## src/logic/ibf_pkg.sv

```systemverilog
// Package for the parameter-block fetch and mode control block.
// Assumes a 16-bit word-wide bus-master memory port and one 50 MHz clock.
package ibf_pkg;
  // --------------------------------------------------------------------------
  // Parameter block layout (byte offsets and word indices from the block base)
  // --------------------------------------------------------------------------
  localparam int unsigned BLOCK_WORDS   = 12;
  localparam logic [4:0]  OFS_MODE      = 5'h00;
  localparam logic [4:0]  OFS_STATION   = 5'h02;
  localparam logic [4:0]  OFS_HASH      = 5'h08;
  localparam logic [4:0]  OFS_RX_RING   = 5'h10;
  localparam logic [4:0]  OFS_TX_RING   = 5'h14;
  localparam logic [3:0]  IDX_MODE      = 4'h0;
  localparam logic [3:0]  IDX_STATION   = 4'h1;
  localparam logic [3:0]  IDX_HASH      = 4'h4;
  localparam logic [3:0]  IDX_RX_RING   = 4'h8;
  localparam logic [3:0]  IDX_TX_RING   = 4'hA;
  localparam logic [3:0]  IDX_LAST      = 4'hB;
  localparam logic [23:0] WORD_STEP     = 24'h000002;

  // --------------------------------------------------------------------------
  // Operating mode word fields
  // --------------------------------------------------------------------------
  localparam int unsigned MB_ACCEPT_ALL   = 15;
  localparam int unsigned MB_ALT_BACKOFF  = 7;
  localparam int unsigned MB_WRAP_INSIDE  = 6;
  localparam int unsigned MB_SINGLE_TRY   = 5;
  localparam int unsigned MB_FORCE_CLASH  = 4;
  localparam int unsigned MB_FCS_GEN_OFF  = 3;
  localparam int unsigned MB_LOOP         = 2;
  localparam int unsigned MB_TX_OFF       = 1;
  localparam int unsigned MB_RX_OFF       = 0;
  localparam logic [15:0] MODE_KEEP_MASK  = 16'h80FF;
  localparam logic [15:0] MODE_RESET      = 16'h0000;

  // --------------------------------------------------------------------------
  // Register offsets of the operating mode word
  // --------------------------------------------------------------------------
  localparam logic [4:0]  OPERATING_MODE_WORD_OFS = 5'h00;

  // --------------------------------------------------------------------------
  // Transmit descriptor and loopback figures
  // --------------------------------------------------------------------------
  localparam int unsigned TXD1_APPEND_FCS   = 13;
  localparam logic [5:0]  LOOP_MIN_BYTES    = 6'd8;
  localparam logic [5:0]  LOOP_MAX_BYTES    = 6'd32;
  localparam logic [5:0]  LOOP_RX_MAX_BYTES = 6'd36;
  localparam logic [6:0]  SHORT_FRAME_BYTES = 7'd64;
  localparam logic [4:0]  NORMAL_ATTEMPTS   = 5'd16;
  localparam logic [4:0]  SINGLE_ATTEMPTS   = 5'd1;

  typedef enum logic [1:0] {
    LOOP_NONE,
    LOOP_EXTERNAL,
    LOOP_INTERNAL
  } ibf_loop_t;

  // Decoded mode as seen by the transmitter and receiver
  typedef struct packed {
    logic       accept_all;
    logic       alt_backoff_enable;
    ibf_loop_t  loop_sel;
    logic       single_attempt;
    logic       force_clash;
    logic       fcs_gen_off;
    logic       transmitter_off;
    logic       receiver_off;
  } ibf_mode_t;

  // Ring pointers and filters captured from the block
  typedef struct packed {
    logic [47:0] station_address;
    logic [63:0] group_hash_mask;
    logic [31:0] rx_ring_base;
    logic [31:0] tx_ring_base;
  } ibf_params_t;

  // Word-wide bus-master read request
  typedef struct packed {
    logic        req;
    logic [23:0] addr;
  } ibf_dma_req_t;
endpackage : ibf_pkg

```

## src/logic/ibf_fetch.sv

```systemverilog
// Parameter-block fetch and mode control for the network controller.
// Assumes a word-wide bus-master read port and same-clock MAC datapath.
//
// Behaviour
// - Setup request makes the block fetch the parameter block before using it.
// - After the full fetch set setup-done flag; interrupt when enable is 1.
// - Words read upward: mode, station, hash, rx ring, tx ring.
// - Mode bit 15 makes the receiver accept every packet.
// - Mode bits 14 to 8 are written and read as zero.
// - Mode bit 7 selects modified back-off; cleared by reset or stop.
// - Loop bit 2 and inside bit 6 select none, external or internal wrap.
// - Internal loopback feeds transmit into receive, ignores the network.
// - External loopback transmits to the medium and still receives.
// - Bit 5 gives one attempt; a collision reports a retry error.
// - Bit 4 in internal loopback forces a collision; 16 attempts, retry error.
// - Bit 3 clear appends transmit CRC; set gives CRC logic to receiver.
// - Per-packet append flag forces transmit CRC despite bit 3.
// - Loopback with transmit CRC: generate, no receive check, store CRC.
// - Loopback without transmit CRC: software supplies CRC, receiver checks.
// - Loopback frames 8 to 32 bytes, receive up to 36 with transmit CRC, else 32, no short filter.
// - Loopback sends only full transmit FIFO; receive drains after end.
// - Bit 1 keeps off the transmit ring and clears transmitter running.
// - Bit 0 rejects packets, keeps off receive ring, clears receiver running.
// - Base address is 24 bits from low word (bit 0 zero) and high byte.
`timescale 1ns/1ps
module ibf_fetch
  import ibf_pkg::*;
(
  input  wire logic                 CORE_CLK,
  input  wire logic                 RST_N,
  input  wire logic                 STOP_CMD,
  input  wire logic                 SETUP_REQ,
  input  wire logic                 RUN_REQ,
  input  wire logic                 IRQ_ENABLE,
  input  wire logic                 DONE_CLEAR,
  input  wire logic [15:0]          PARAM_BASE_LOW_REG,
  input  wire logic [7:0]           PARAM_BASE_HIGH_REG,
  output ibf_pkg::ibf_dma_req_t     DMA_REQ,
  input  wire logic                 DMA_ACK,
  input  wire logic [15:0]          DMA_RDATA,
  output logic [15:0]               OPERATING_MODE_WORD,
  output ibf_pkg::ibf_mode_t        MODE,
  output ibf_pkg::ibf_params_t      PARAMS,
  output logic                      SETUP_DONE_FLAG,
  output logic                      IRQ_N,
  output logic                      SETUP_BUSY,
  output logic                      TRANSMITTER_RUNNING,
  output logic                      RECEIVER_RUNNING,
  output logic                      TX_RING_ALLOWED,
  output logic                      RX_RING_ALLOWED,
  input  wire logic                 TX_APPEND_FCS,
  output logic                      TX_CRC_APPEND,
  output logic                      RX_CRC_CHECK,
  output logic                      RX_NET_ENABLE,
  output logic                      TX_TO_RX_WRAP,
  output logic                      RX_ACCEPT_ALL,
  output logic                      RX_SHORT_FILTER,
  output logic                      TX_WAIT_FULL_FRAME,
  output logic                      RX_HOLD_TILL_END,
  output logic                      GROUP_FILTER_OK,
  output logic [4:0]                TX_ATTEMPT_LIMIT,
  output logic                      TX_FORCE_CLASH,
  output logic [5:0]                LOOP_TX_MAX,
  output logic [5:0]                LOOP_RX_MAX,
  output logic [5:0]                LOOP_MIN
);
  import ibf_pkg::*;

  // --------------------------------------------------------------------------
  // Fetch sequencer
  // --------------------------------------------------------------------------
  typedef enum logic [1:0] {
    IBF_IDLE,
    IBF_READ,
    IBF_DONE
  } ibf_state_t;

  ibf_state_t   state;
  ibf_state_t   next_state;
  logic [3:0]   word_idx;
  logic [3:0]   next_word_idx;
  logic [23:0]  rd_addr;
  logic [23:0]  next_rd_addr;
  logic [15:0]  mode_word;
  logic [15:0]  next_mode_word;
  ibf_params_t  params;
  ibf_params_t  next_params;
  logic         done_flag;
  logic         next_done_flag;
  logic         tx_run;
  logic         next_tx_run;
  logic         rx_run;
  logic         next_rx_run;

  always_comb begin
    next_state     = state;
    next_word_idx  = word_idx;
    next_rd_addr   = rd_addr;
    next_mode_word = mode_word;
    next_params    = params;
    next_done_flag = done_flag;
    next_tx_run    = tx_run;
    next_rx_run    = rx_run;
    // Clear first so a completion in the same cycle still wins
    if (DONE_CLEAR) begin
      next_done_flag = 1'b0;
    end
    case (state)
      IBF_IDLE: begin
        if (SETUP_REQ) begin
          next_state    = IBF_READ;
          next_word_idx = IDX_MODE;
          next_rd_addr  = {PARAM_BASE_HIGH_REG, PARAM_BASE_LOW_REG[15:1], 1'b0};
        end
      end
      IBF_READ: begin
        if (DMA_ACK) begin
          // Each word lands in its slot; address steps one word upward
          case (word_idx)
            IDX_MODE:      next_mode_word = DMA_RDATA & MODE_KEEP_MASK;
            4'h1:          next_params.station_address[15:0]  = DMA_RDATA;
            4'h2:          next_params.station_address[31:16] = DMA_RDATA;
            4'h3:          next_params.station_address[47:32] = DMA_RDATA;
            IDX_HASH:      next_params.group_hash_mask[15:0]  = DMA_RDATA;
            4'h5:          next_params.group_hash_mask[31:16] = DMA_RDATA;
            4'h6:          next_params.group_hash_mask[47:32] = DMA_RDATA;
            4'h7:          next_params.group_hash_mask[63:48] = DMA_RDATA;
            IDX_RX_RING:   next_params.rx_ring_base[15:0]     = DMA_RDATA;
            4'h9:          next_params.rx_ring_base[31:16]    = DMA_RDATA;
            IDX_TX_RING:   next_params.tx_ring_base[15:0]     = DMA_RDATA;
            default:       next_params.tx_ring_base[31:16]    = DMA_RDATA;
          endcase
          next_rd_addr  = rd_addr + WORD_STEP;
          next_word_idx = word_idx + 4'h1;
          if (word_idx == IDX_LAST) begin
            next_state     = IBF_DONE;
            next_done_flag = 1'b1;
            // Running flags follow run request but are cleared by the off bits
            next_tx_run    = RUN_REQ & ~mode_word[MB_TX_OFF];
            next_rx_run    = RUN_REQ & ~mode_word[MB_RX_OFF];
          end
        end
      end
      IBF_DONE: begin
        if (RUN_REQ) begin
          next_tx_run = ~mode_word[MB_TX_OFF];
          next_rx_run = ~mode_word[MB_RX_OFF];
        end
      end
      default: begin
        next_state = IBF_IDLE;
      end
    endcase
    // Stop clears mode and running state; parameters persist
    if (STOP_CMD) begin
      next_state     = IBF_IDLE;
      next_mode_word = MODE_RESET;
      next_done_flag = 1'b0;
      next_tx_run    = 1'b0;
      next_rx_run    = 1'b0;
    end
  end

  always_ff @(posedge CORE_CLK) begin
    if (!RST_N) begin
      state     <= IBF_IDLE;
      word_idx  <= IDX_MODE;
      rd_addr   <= 24'h000000;
      mode_word <= MODE_RESET;
      params    <= '0;
      done_flag <= 1'b0;
      tx_run    <= 1'b0;
      rx_run    <= 1'b0;
    end else begin
      state     <= next_state;
      word_idx  <= next_word_idx;
      rd_addr   <= next_rd_addr;
      mode_word <= next_mode_word;
      params    <= next_params;
      done_flag <= next_done_flag;
      tx_run    <= next_tx_run;
      rx_run    <= next_rx_run;
    end
  end

  // --------------------------------------------------------------------------
  // Mode decode, frozen until the fetch completes
  // --------------------------------------------------------------------------
  logic        active;
  logic [15:0] eff_mode;
  logic        loop_on;
  logic        wrap_in;
  ibf_loop_t   loop_sel;

  // Half-fetched words never leak into MODE; OPERATING_MODE_WORD and PARAMS follow each word
  assign active   = (state == IBF_DONE);
  assign eff_mode = active ? mode_word : MODE_RESET;
  assign loop_on  = eff_mode[MB_LOOP];
  assign wrap_in  = eff_mode[MB_WRAP_INSIDE];

  always_comb begin
    if (!loop_on) begin
      loop_sel = LOOP_NONE;
    end else if (wrap_in) begin
      loop_sel = LOOP_INTERNAL;
    end else begin
      loop_sel = LOOP_EXTERNAL;
    end
  end

  assign OPERATING_MODE_WORD = mode_word & MODE_KEEP_MASK;
  assign MODE.accept_all         = eff_mode[MB_ACCEPT_ALL];
  assign MODE.alt_backoff_enable = eff_mode[MB_ALT_BACKOFF];
  assign MODE.loop_sel           = loop_sel;
  assign MODE.single_attempt     = eff_mode[MB_SINGLE_TRY];
  assign MODE.force_clash        = eff_mode[MB_FORCE_CLASH];
  assign MODE.fcs_gen_off        = eff_mode[MB_FCS_GEN_OFF];
  assign MODE.transmitter_off    = eff_mode[MB_TX_OFF];
  assign MODE.receiver_off       = eff_mode[MB_RX_OFF];
  assign PARAMS                  = params;

  // --------------------------------------------------------------------------
  // Datapath controls
  // --------------------------------------------------------------------------
  assign RX_ACCEPT_ALL   = MODE.accept_all & ~MODE.receiver_off;
  assign RX_NET_ENABLE   = active & rx_run & (loop_sel != LOOP_INTERNAL);
  assign TX_TO_RX_WRAP   = (loop_sel == LOOP_INTERNAL);
  assign TX_RING_ALLOWED = active & tx_run & ~MODE.transmitter_off;
  assign RX_RING_ALLOWED = active & rx_run & ~MODE.receiver_off;

  // Shared CRC logic: generator or checker, never both
  assign TX_CRC_APPEND = ~MODE.fcs_gen_off | TX_APPEND_FCS;
  assign RX_CRC_CHECK  = MODE.fcs_gen_off & ~TX_APPEND_FCS;
  assign GROUP_FILTER_OK = (loop_sel != LOOP_EXTERNAL) | MODE.fcs_gen_off;

  // Retry control
  assign TX_FORCE_CLASH   = MODE.force_clash & (loop_sel == LOOP_INTERNAL);
  assign TX_ATTEMPT_LIMIT = MODE.single_attempt ? SINGLE_ATTEMPTS : NORMAL_ATTEMPTS;

  // Loopback size limits and FIFO discipline
  assign RX_SHORT_FILTER    = ~loop_on;
  assign LOOP_MIN           = LOOP_MIN_BYTES;
  assign LOOP_TX_MAX        = LOOP_MAX_BYTES;
  assign LOOP_RX_MAX        = TX_CRC_APPEND ? LOOP_RX_MAX_BYTES : LOOP_MAX_BYTES;
  assign TX_WAIT_FULL_FRAME = loop_on;
  assign RX_HOLD_TILL_END   = loop_on;

  // --------------------------------------------------------------------------
  // Status and bus outputs
  // --------------------------------------------------------------------------
  assign DMA_REQ.req         = (state == IBF_READ);
  assign DMA_REQ.addr        = rd_addr;
  assign SETUP_DONE_FLAG     = done_flag;
  assign IRQ_N               = ~(done_flag & IRQ_ENABLE);
  assign SETUP_BUSY          = (state == IBF_READ);
  assign TRANSMITTER_RUNNING = tx_run;
  assign RECEIVER_RUNNING    = rx_run;
endmodule // ibf_fetch

```

## config.mk

```make
export PLATFORM = sky130hd
export DESIGN_NAME = ibf_fetch
export DESIGN_NICKNAME = d
export VERILOG_FILES = /design/src/logic/ibf_pkg.sv /design/src/logic/ibf_fetch.sv
export SDC_FILE = /design/constraint.sdc
export NUM_CORES = 1
export LEC_CHECK = 0
export ABC_CLOCK_PERIOD_IN_PS = 2200
export BUFFER_PORTS_ARGS = -buffer_cell sky130_fd_sc_hd__buf_2
export CAP_MARGIN = 10
export CORE_ASPECT_RATIO = 1.75
export CORE_MARGIN = 2
export CORE_UTILIZATION = 50
export DETAILED_ROUTE_END_ITERATION = 10
export HOLD_SLACK_MARGIN = 0.05
export PLACE_DENSITY_LB_ADDON = 0.25
export SYNTH_ARGS = -nofsm -noshare
export SYNTH_HDL_FRONTEND = slang
export SYNTH_SLANG_ARGS = --single-unit
```

## constraint.sdc

```tcl
create_clock -name CORE_CLK -period 2.2 [get_ports CORE_CLK]
set_input_delay 0.44 -clock CORE_CLK [delete_from_list [all_inputs] [get_ports CORE_CLK]]
set_output_delay 0.44 -clock CORE_CLK [all_outputs]
set_load 0.1 [all_outputs]
```

==> out/results.txt, run 1 <==
status = finished, violations left
failing checks = negative setup slack
Reg2Reg Depth = 5
final wirelength = 30200 um
largest net degree at the start of global routing = 65
worst path cell trace = nor2b_4 -> buf_12 -> buf_6 -> and2_4 -> nand2b_4 -> clkinvlp_4 -> buf_12
DR WL/cell = 18.2 um
Synth top cells by count = nand2_1 (347), dfxtp_1 (217), a21oi_1 (184), clkbuf_1 (80), nor2_1 (48)
Register Area = 4380 sq um
worst hold margin = 167 ps
dpl cell area = 11100 sq um
post-synth top area cell = dfxtp_1
cell depth of the worst setup path = 7
Mapped Area = 9010 sq um
Cell Count, Final, Fillers Out = 1658
vias in the first global route = 8473
crit path to = RX_CRC_CHECK
final instance area = 11900 sq um
die height = 182 um
post-synthesis sequential area ratio = 0.482
Post-Synthesis Cells = 1149
Max Cap Viol = 0
Via Count = 9043
total track usage = 0.304
post-synthesis register bit count = 217
skew final = 16.3 ps
ant diodes = 0
Layout area overhead = 32.4%
Max H-tree Level = 1
unrepaired setup endpoints after global routing = true
1st-iter DRT viols = 536
Leak = 5.23 nW
CP Buf/Inv Count = 4
DP HPWL = 20700 um
Crit. End Element = output port
fillcell total = 1525
CP required = 1760 ps
Max FO, Critical Path = 4
vias per cell = 5.45
Final setup viols = 5
PwrDens = 718 nW/um^2
io pins = 315
syn avg cell area = 7.84 sq um
critical path class = reg -> out
Critical Path AT = 1780 ps
Multi-input gate area = 4220 sq um
Slew @ Worst Pin = 761 ps
top-count cell post-synth = nand2_1
Pre-antenna DRT Iters = 5
Core Footprint = 17800 sq um
Remaining DRCs = 0
clock root buffer = clkbuf_16
die area = 19200 sq um
Main synth FF type = dfxtp_1
Post-synth EDFFs = 0
Final period util = 1.01
Synth top area share = 0.482
reg-to-reg endpoint = rd_addr[20]
CP Launch Point = state[1]
Final GP Congestion = 0.951
total CTS buffers = 20
minimum clock period = 2220 ps
ys async rst share = 0
r2r setup slk = 190 ps
Initial Util = 0.506
clock sink count = 217
cell mode on critical path = buf_12
Hold Buf Count CTS = 0
Layout Nets = 1464
die width = 105 um
clock slew at reported path FFs = 70 ps
Slew Limit Headroom = 0.488
startpoint types = register
type of the most critical hold path = in -> reg
IO buf count = 285
clk_lat worst skew = 490 ps
TritonCTS clock tree = yes
setup ws final = -21.5 ps
GRT overflow = 0
Max clock buf depth = 3
Top delay family on crit path = buffers and inverters
Final Hold Viols = 0
final core utilization = 0.670
fmax = 0.450 GHz
Final Max Tran Viols = 0
crit path max-delay cell type = dfxtp_4
share of layout cells above drive strength 1 = 0.305
r2r startpoint = state[1]
# rows = 65
DRT antenna net count = 0
first-pass GRT wire length = 46200 um
initial antenna violation count = 0
crit-path max cell delay = 350 ps
VDD IR max = 0.000678 V
dpl cells = 1612
Yosys cell types = 58
Area contributors post-synth = dfxtp_1 (48%), nand2_1 (14%), a21oi_1 (10%)
Synth warnings = 0
logic make-up (layout without fill, tap and decap cells):
family                     after synthesis  in the layout  share of synthesized area
and+or+nand+nor                        509            509                      0.249
DFF                                    217            217                      0.482
adders and majority gates                5              5                    0.00694
muxes                                   28             28                     0.0315
buffers and inverters                  140            389                     0.0746
other                                    2             28                   0.000833
AOI/OAI and AO/OA                      248            248                      0.155
layout make-up:
class                      instances  area share
sequential                       217       0.367
tap                              234      0.0245
clock buffer                      24      0.0467
multi-input combinational        818       0.354
clock inverter                    12      0.0104
inverter                          13     0.00545
timing repair buffer             340       0.192
routing by layer:
metal / part of all wire / global-route usage / vias up
met5: 0 / 0 / -
met4: 0.065 / 0.181 / 0
met3: 0.069 / 0.0481 / 119
met2: 0.51 / 0.533 / 414
met1: 0.35 / 0.343 / 4210
li1: - / - / 4300
placed cells by master, fill, tap and decap left out, types with 15 or more instances in the layout:
cell | synthesis | final
a21oi_1 | 184 | 183
buf_4 | 35 | 49
nand3_1 | 17 | 17
dfxtp_2 | 0 | 22
clkbuf_16 | 0 | 21
mux2i_1 | 27 | 27
conb_1 | 2 | 28
o21ai_0 | 15 | 15
nor2_1 | 48 | 46
nand2_1 | 347 | 344
dfxtp_1 | 217 | 192
buf_2 | 11 | 259
buf_12 | 0 | 30
how the worst min path moves through the flow:
| stage | from | to | slack (ps) | cells past startpoint |
|---|---|---|---|---|
| floorplan | word_idx[3] | word_idx[3] | 480 | 2 |
| global placement | PARAMS[175] | PARAMS[175] | 440 | 2 |
| global route | PARAM_BASE_HIGH_REG[3] | rd_addr[19] | 180 | 3 |
| finish | PARAM_BASE_HIGH_REG[3] | rd_addr[19] | 170 | 3 |
| detailed placement | PARAMS[134] | PARAMS[134] | 440 | 2 |
| CTS | PARAM_BASE_HIGH_REG[3] | rd_addr[19] | 150 | 3 |
sequential cells by signal, summed over array words and instances (netlist names):
| signal | cells |
|---|---|
| PARAMS | 176 |
| rd_addr | 23 |
| mode_word | 9 |
| word_idx | 4 |
| state | 2 |
| RECEIVER_RUNNING | 1 |
| SETUP_DONE_FLAG | 1 |
| TRANSMITTER_RUNNING | 1 |
through the flow:
| stage | TNS (ps) | setup slack [ps] | power (mW) |
|---|---|---|---|
| CTS | -51.3 | -28.6 | 8.61 |
| global route | -457 | -72.8 | 8.79 |
| detailed placement | 0 | 190 | 5.04 |
| finish | -54.6 | -21.5 | 8.56 |
| floorplan | -212 | -86.3 | 4.85 |
| global placement | 0 | 216 | 5.04 |
what timing repair did:
action | 4_1_cts | 5_1_grt
buffers inserted | 6 | 4
gates cloned | 0 | 0
gates resized for setup | 9 | 6
setup endpoints to repair | 18 | 11
pin swaps | 0 | 3
power by group:
| part | internal [mW] | switching, mW | total (mW) |
|---|---|---|---|
| clock | 2.06 | 1.54 | 3.60 |
| sequential | 3.96 | 0.0644 | 4.03 |
| combinational | 0.167 | 0.769 | 0.936 |
| total | 6.19 | 2.37 | 8.56 |
worst register-to-register path, cell delays in order (launching register included):
cell and delay [ps]:
dfxtp_4 350, buf_4 140, nand3b_2 250, or4_1 610
or4_1 420, a31oi_1 160
Power figures use the tool's default switching activity.
==> run 2, diff against run 1 <==
--- a/config.mk
+++ b/config.mk
@@ -5,12 +5,12 @@
 export SDC_FILE = /design/constraint.sdc
 export NUM_CORES = 1
 export LEC_CHECK = 0
-export ABC_CLOCK_PERIOD_IN_PS = 2200
+export ABC_CLOCK_PERIOD_IN_PS = 2000
 export BUFFER_PORTS_ARGS = -buffer_cell sky130_fd_sc_hd__buf_2
 export CAP_MARGIN = 10
 export CORE_ASPECT_RATIO = 1.75
 export CORE_MARGIN = 2
-export CORE_UTILIZATION = 50
+export CORE_UTILIZATION = 45
 export DETAILED_ROUTE_END_ITERATION = 10
 export HOLD_SLACK_MARGIN = 0.05
 export PLACE_DENSITY_LB_ADDON = 0.25
==> constraint.sdc (replaced) <==
create_clock -name CORE_CLK -period 2 [get_ports CORE_CLK]
set_input_delay 0.4 -clock CORE_CLK [delete_from_list [all_inputs] [get_ports CORE_CLK]]
set_output_delay 0.4 -clock CORE_CLK [all_outputs]
set_load 0.1 [all_outputs]
==> run 2 against run 1 <==
  * The flow still finishes with violations (negative setup slack)
  * Via count about the same
  * Sequential share of layout area down 0.70 points
  * Register-to-register slack worse by 140 ps
  * First-iteration DRC count up 38%
  * Non-clock buffer count up 20
  * Power up 11%
  * Wire length up 2.6%
  * Critical path type unchanged
  * Largest power group unchanged
==> out/results.txt, run 2 (synthesized netlist as in run 1, its figures left out) <==
initial antenna violation count = 0 (unchanged)
total track usage = 0.271 (-0.0323)
total CTS buffers = 21 (+5.0%)
Crit. End Element = output port
Cell Count, Final, Fillers Out = 1690 (+1.9%)
clock slew at reported path FFs = 70 ps (about the same)
Final Hold Viols = 0 (unchanged)
Hold Buf Count CTS = 0 (unchanged)
dpl cells = 1630 (+1.1%)
clk_lat worst skew = 500 ps (about the same)
max reg flops = 176 (unchanged)
skew final = 13.5 ps (-2.84 ps)
Pwr Total = 9.55 mW (+11%)
worst hold margin = 154 ps (-13.2 ps)
Final Max Tran Viols = 0 (unchanged)
1st-iter DRT viols = 737 (+38%)
Max Cap Viol = 0 (unchanged)
unrepaired setup endpoints after global routing = true
DP HPWL = 21100 um (+1.8%)
Hold Startpoint = PARAM_BASE_LOW_REG[2]
Critical Path AT = 1720 ps (-60 ps)
die height = 191 um (+5.3%)
GRT overflow = 0 (unchanged)
clock root buffer = clkbuf_16
Initial Util = 0.459 (-0.0475)
TritonCTS clock tree = yes
die width = 111 um (+5.2%)
setup ws final = -121 ps (-99.8 ps)
die area = 21200 sq um (+11%)
r2r startpoint = state[1]
Top delay family on crit path = simple AND/OR/NAND/NOR gates
PwrDens = 780 nW/um^2 (+8.6%)
fmax = 0.471 GHz
Via Count = 9045 (+0.022%)
commonest non-fill, non-tap cell in the layout = nand2_1
Max clock buf depth = 3 (unchanged)
Final GP Congestion = 0.921 (-3.2%)
most frequent cells in the layout = nand2_1 (343), buf_2 (259), dfxtp_1 (185)
IO buf count = 285 (unchanged)
Remaining DRCs = 0 (unchanged)
VDD IR max = 0.000773 V (+14%)
Hold Path Stages = 3 (unchanged)
share of layout cells above drive strength 1 = 0.321 (+0.0156)
Max H-tree Level = 1 (unchanged)
final core utilization = 0.623 (-0.0469)
clock sink count = 217 (unchanged)
# rows = 68 (+4.6%)
critical path class = reg -> out
DR WL/cell = 18.3 um (+0.66%)
cell mode on critical path = buf_12
Layout area overhead = 35.9%
fillcell total = 1755 (+15%)
Slew @ Worst Pin = 769 ps (+7.56 ps)
status = finished, violations left
r2r setup slk = 50 ps (-140 ps)
vias in the first global route = 8195 (-3.3%)
startpoint types = register
Core Footprint = 19700 sq um (+10%)
CP required = 1600 ps (-160 ps)
first-pass GRT wire length = 45700 um (-1.0%)
dpl cell area = 11200 sq um (+1.2%)
Reg2Reg Depth = 7 (+2)
CP Buf/Inv Count = 2 (-2)
Leak = 5.40 nW (+3.3%)
Pre-antenna DRT Iters = 5 (unchanged)
type of the most critical hold path = in -> reg
vias per cell = 5.35 (-1.9%)
final instance area = 12200 sq um (+2.6%)
minimum clock period = 2120 ps
final wirelength = 31000 um (+2.6%)
CP Launch Point = state[1]
largest net degree at the start of global routing = 64 (-1.5%)
DRT antenna net count = 0 (unchanged)
io pins = 315 (unchanged)
Layout Nets = 1485 (+1.4%)
ant diodes = 0 (unchanged)
Final setup viols = 18 (+13)
Final period util = 1.06
crit path max-delay cell type = dfxtp_4
worst path cell trace = nor2b_4 -> buf_12 -> nand2_8 -> or3_4 -> buf_12
reg-to-reg endpoint = rd_addr[20]
Max FO, Critical Path = 7 (+3)
failing checks = negative setup slack
Hold EP = rd_addr[2]
crit-path max cell delay = 350 ps (about the same)
Slew Limit Headroom = 0.483 (-0.00509)
## run 2: worst max path at each step
| stage | end | slack, ps | cells past startpoint |
|---|---|---|---|
| floorplan | RX_ACCEPT_ALL | -260 | 5 |
| global placement | DMA_REQ[24] | 80 | 5 |
| detailed placement | DMA_REQ[24] | 60 | 5 |
| CTS | GROUP_FILTER_OK | -120 | 5 |
| global route | GROUP_FILTER_OK | -170 | 5 |
| finish | GROUP_FILTER_OK | -120 | 5 |
## run 2: repair_timing
action	CTS	global route
setup buffers	14	8
gates resized for setup	16	9
hold endpoints to repair	0	0
pin swaps	5	3
gates cloned	1	1
endpoints found under the setup margin	26	43
## run 2: per-stage QoR
step	worst slack [ps]	setup TNS, ps
2_1_floorplan	-258	-1030
3_3_place_gp	84.7	0
3_5_place_dp	56.0	0
4_1_cts	-120	-1060
5_1_grt	-172	-2250
6_report	-121	-1160
## run 2: tightest hold or removal path: cells and delay by family
family	cells	cell delay [ps]
buffers and inverters	1	90
AOI/OAI and AO/OA	1	80
and+or+nand+nor	1	50
## run 2: layer usage
metal,GRT usage,wire (um),up-vias
met5,0,0,-
met2,0.502,16500,363
li1,-,-,4346
met1,0.308,11300,4255
met3,0.0425,2030,81
met4,0.116,1200,0
## run 2: layout make-up
type                    count  area (sq um)  area share
clock buffers              27           578      0.0472
repair buffers            360          2520       0.206
clock inverters            10           111     0.00909
flip-flops and latches    217          4410       0.360
inverters                  13          70.1     0.00572
well taps                 245           307      0.0250
multi-input cells         818          4250       0.347
## run 2: power breakdown
part / total (mW) / switching [mW] / internal (mW)
logic: 1.05 / 0.850 / 0.203
registers: 4.43 / 0.0697 / 4.36
clock network: 4.07 / 1.75 / 2.31
total: 9.55 / 2.67 / 6.87
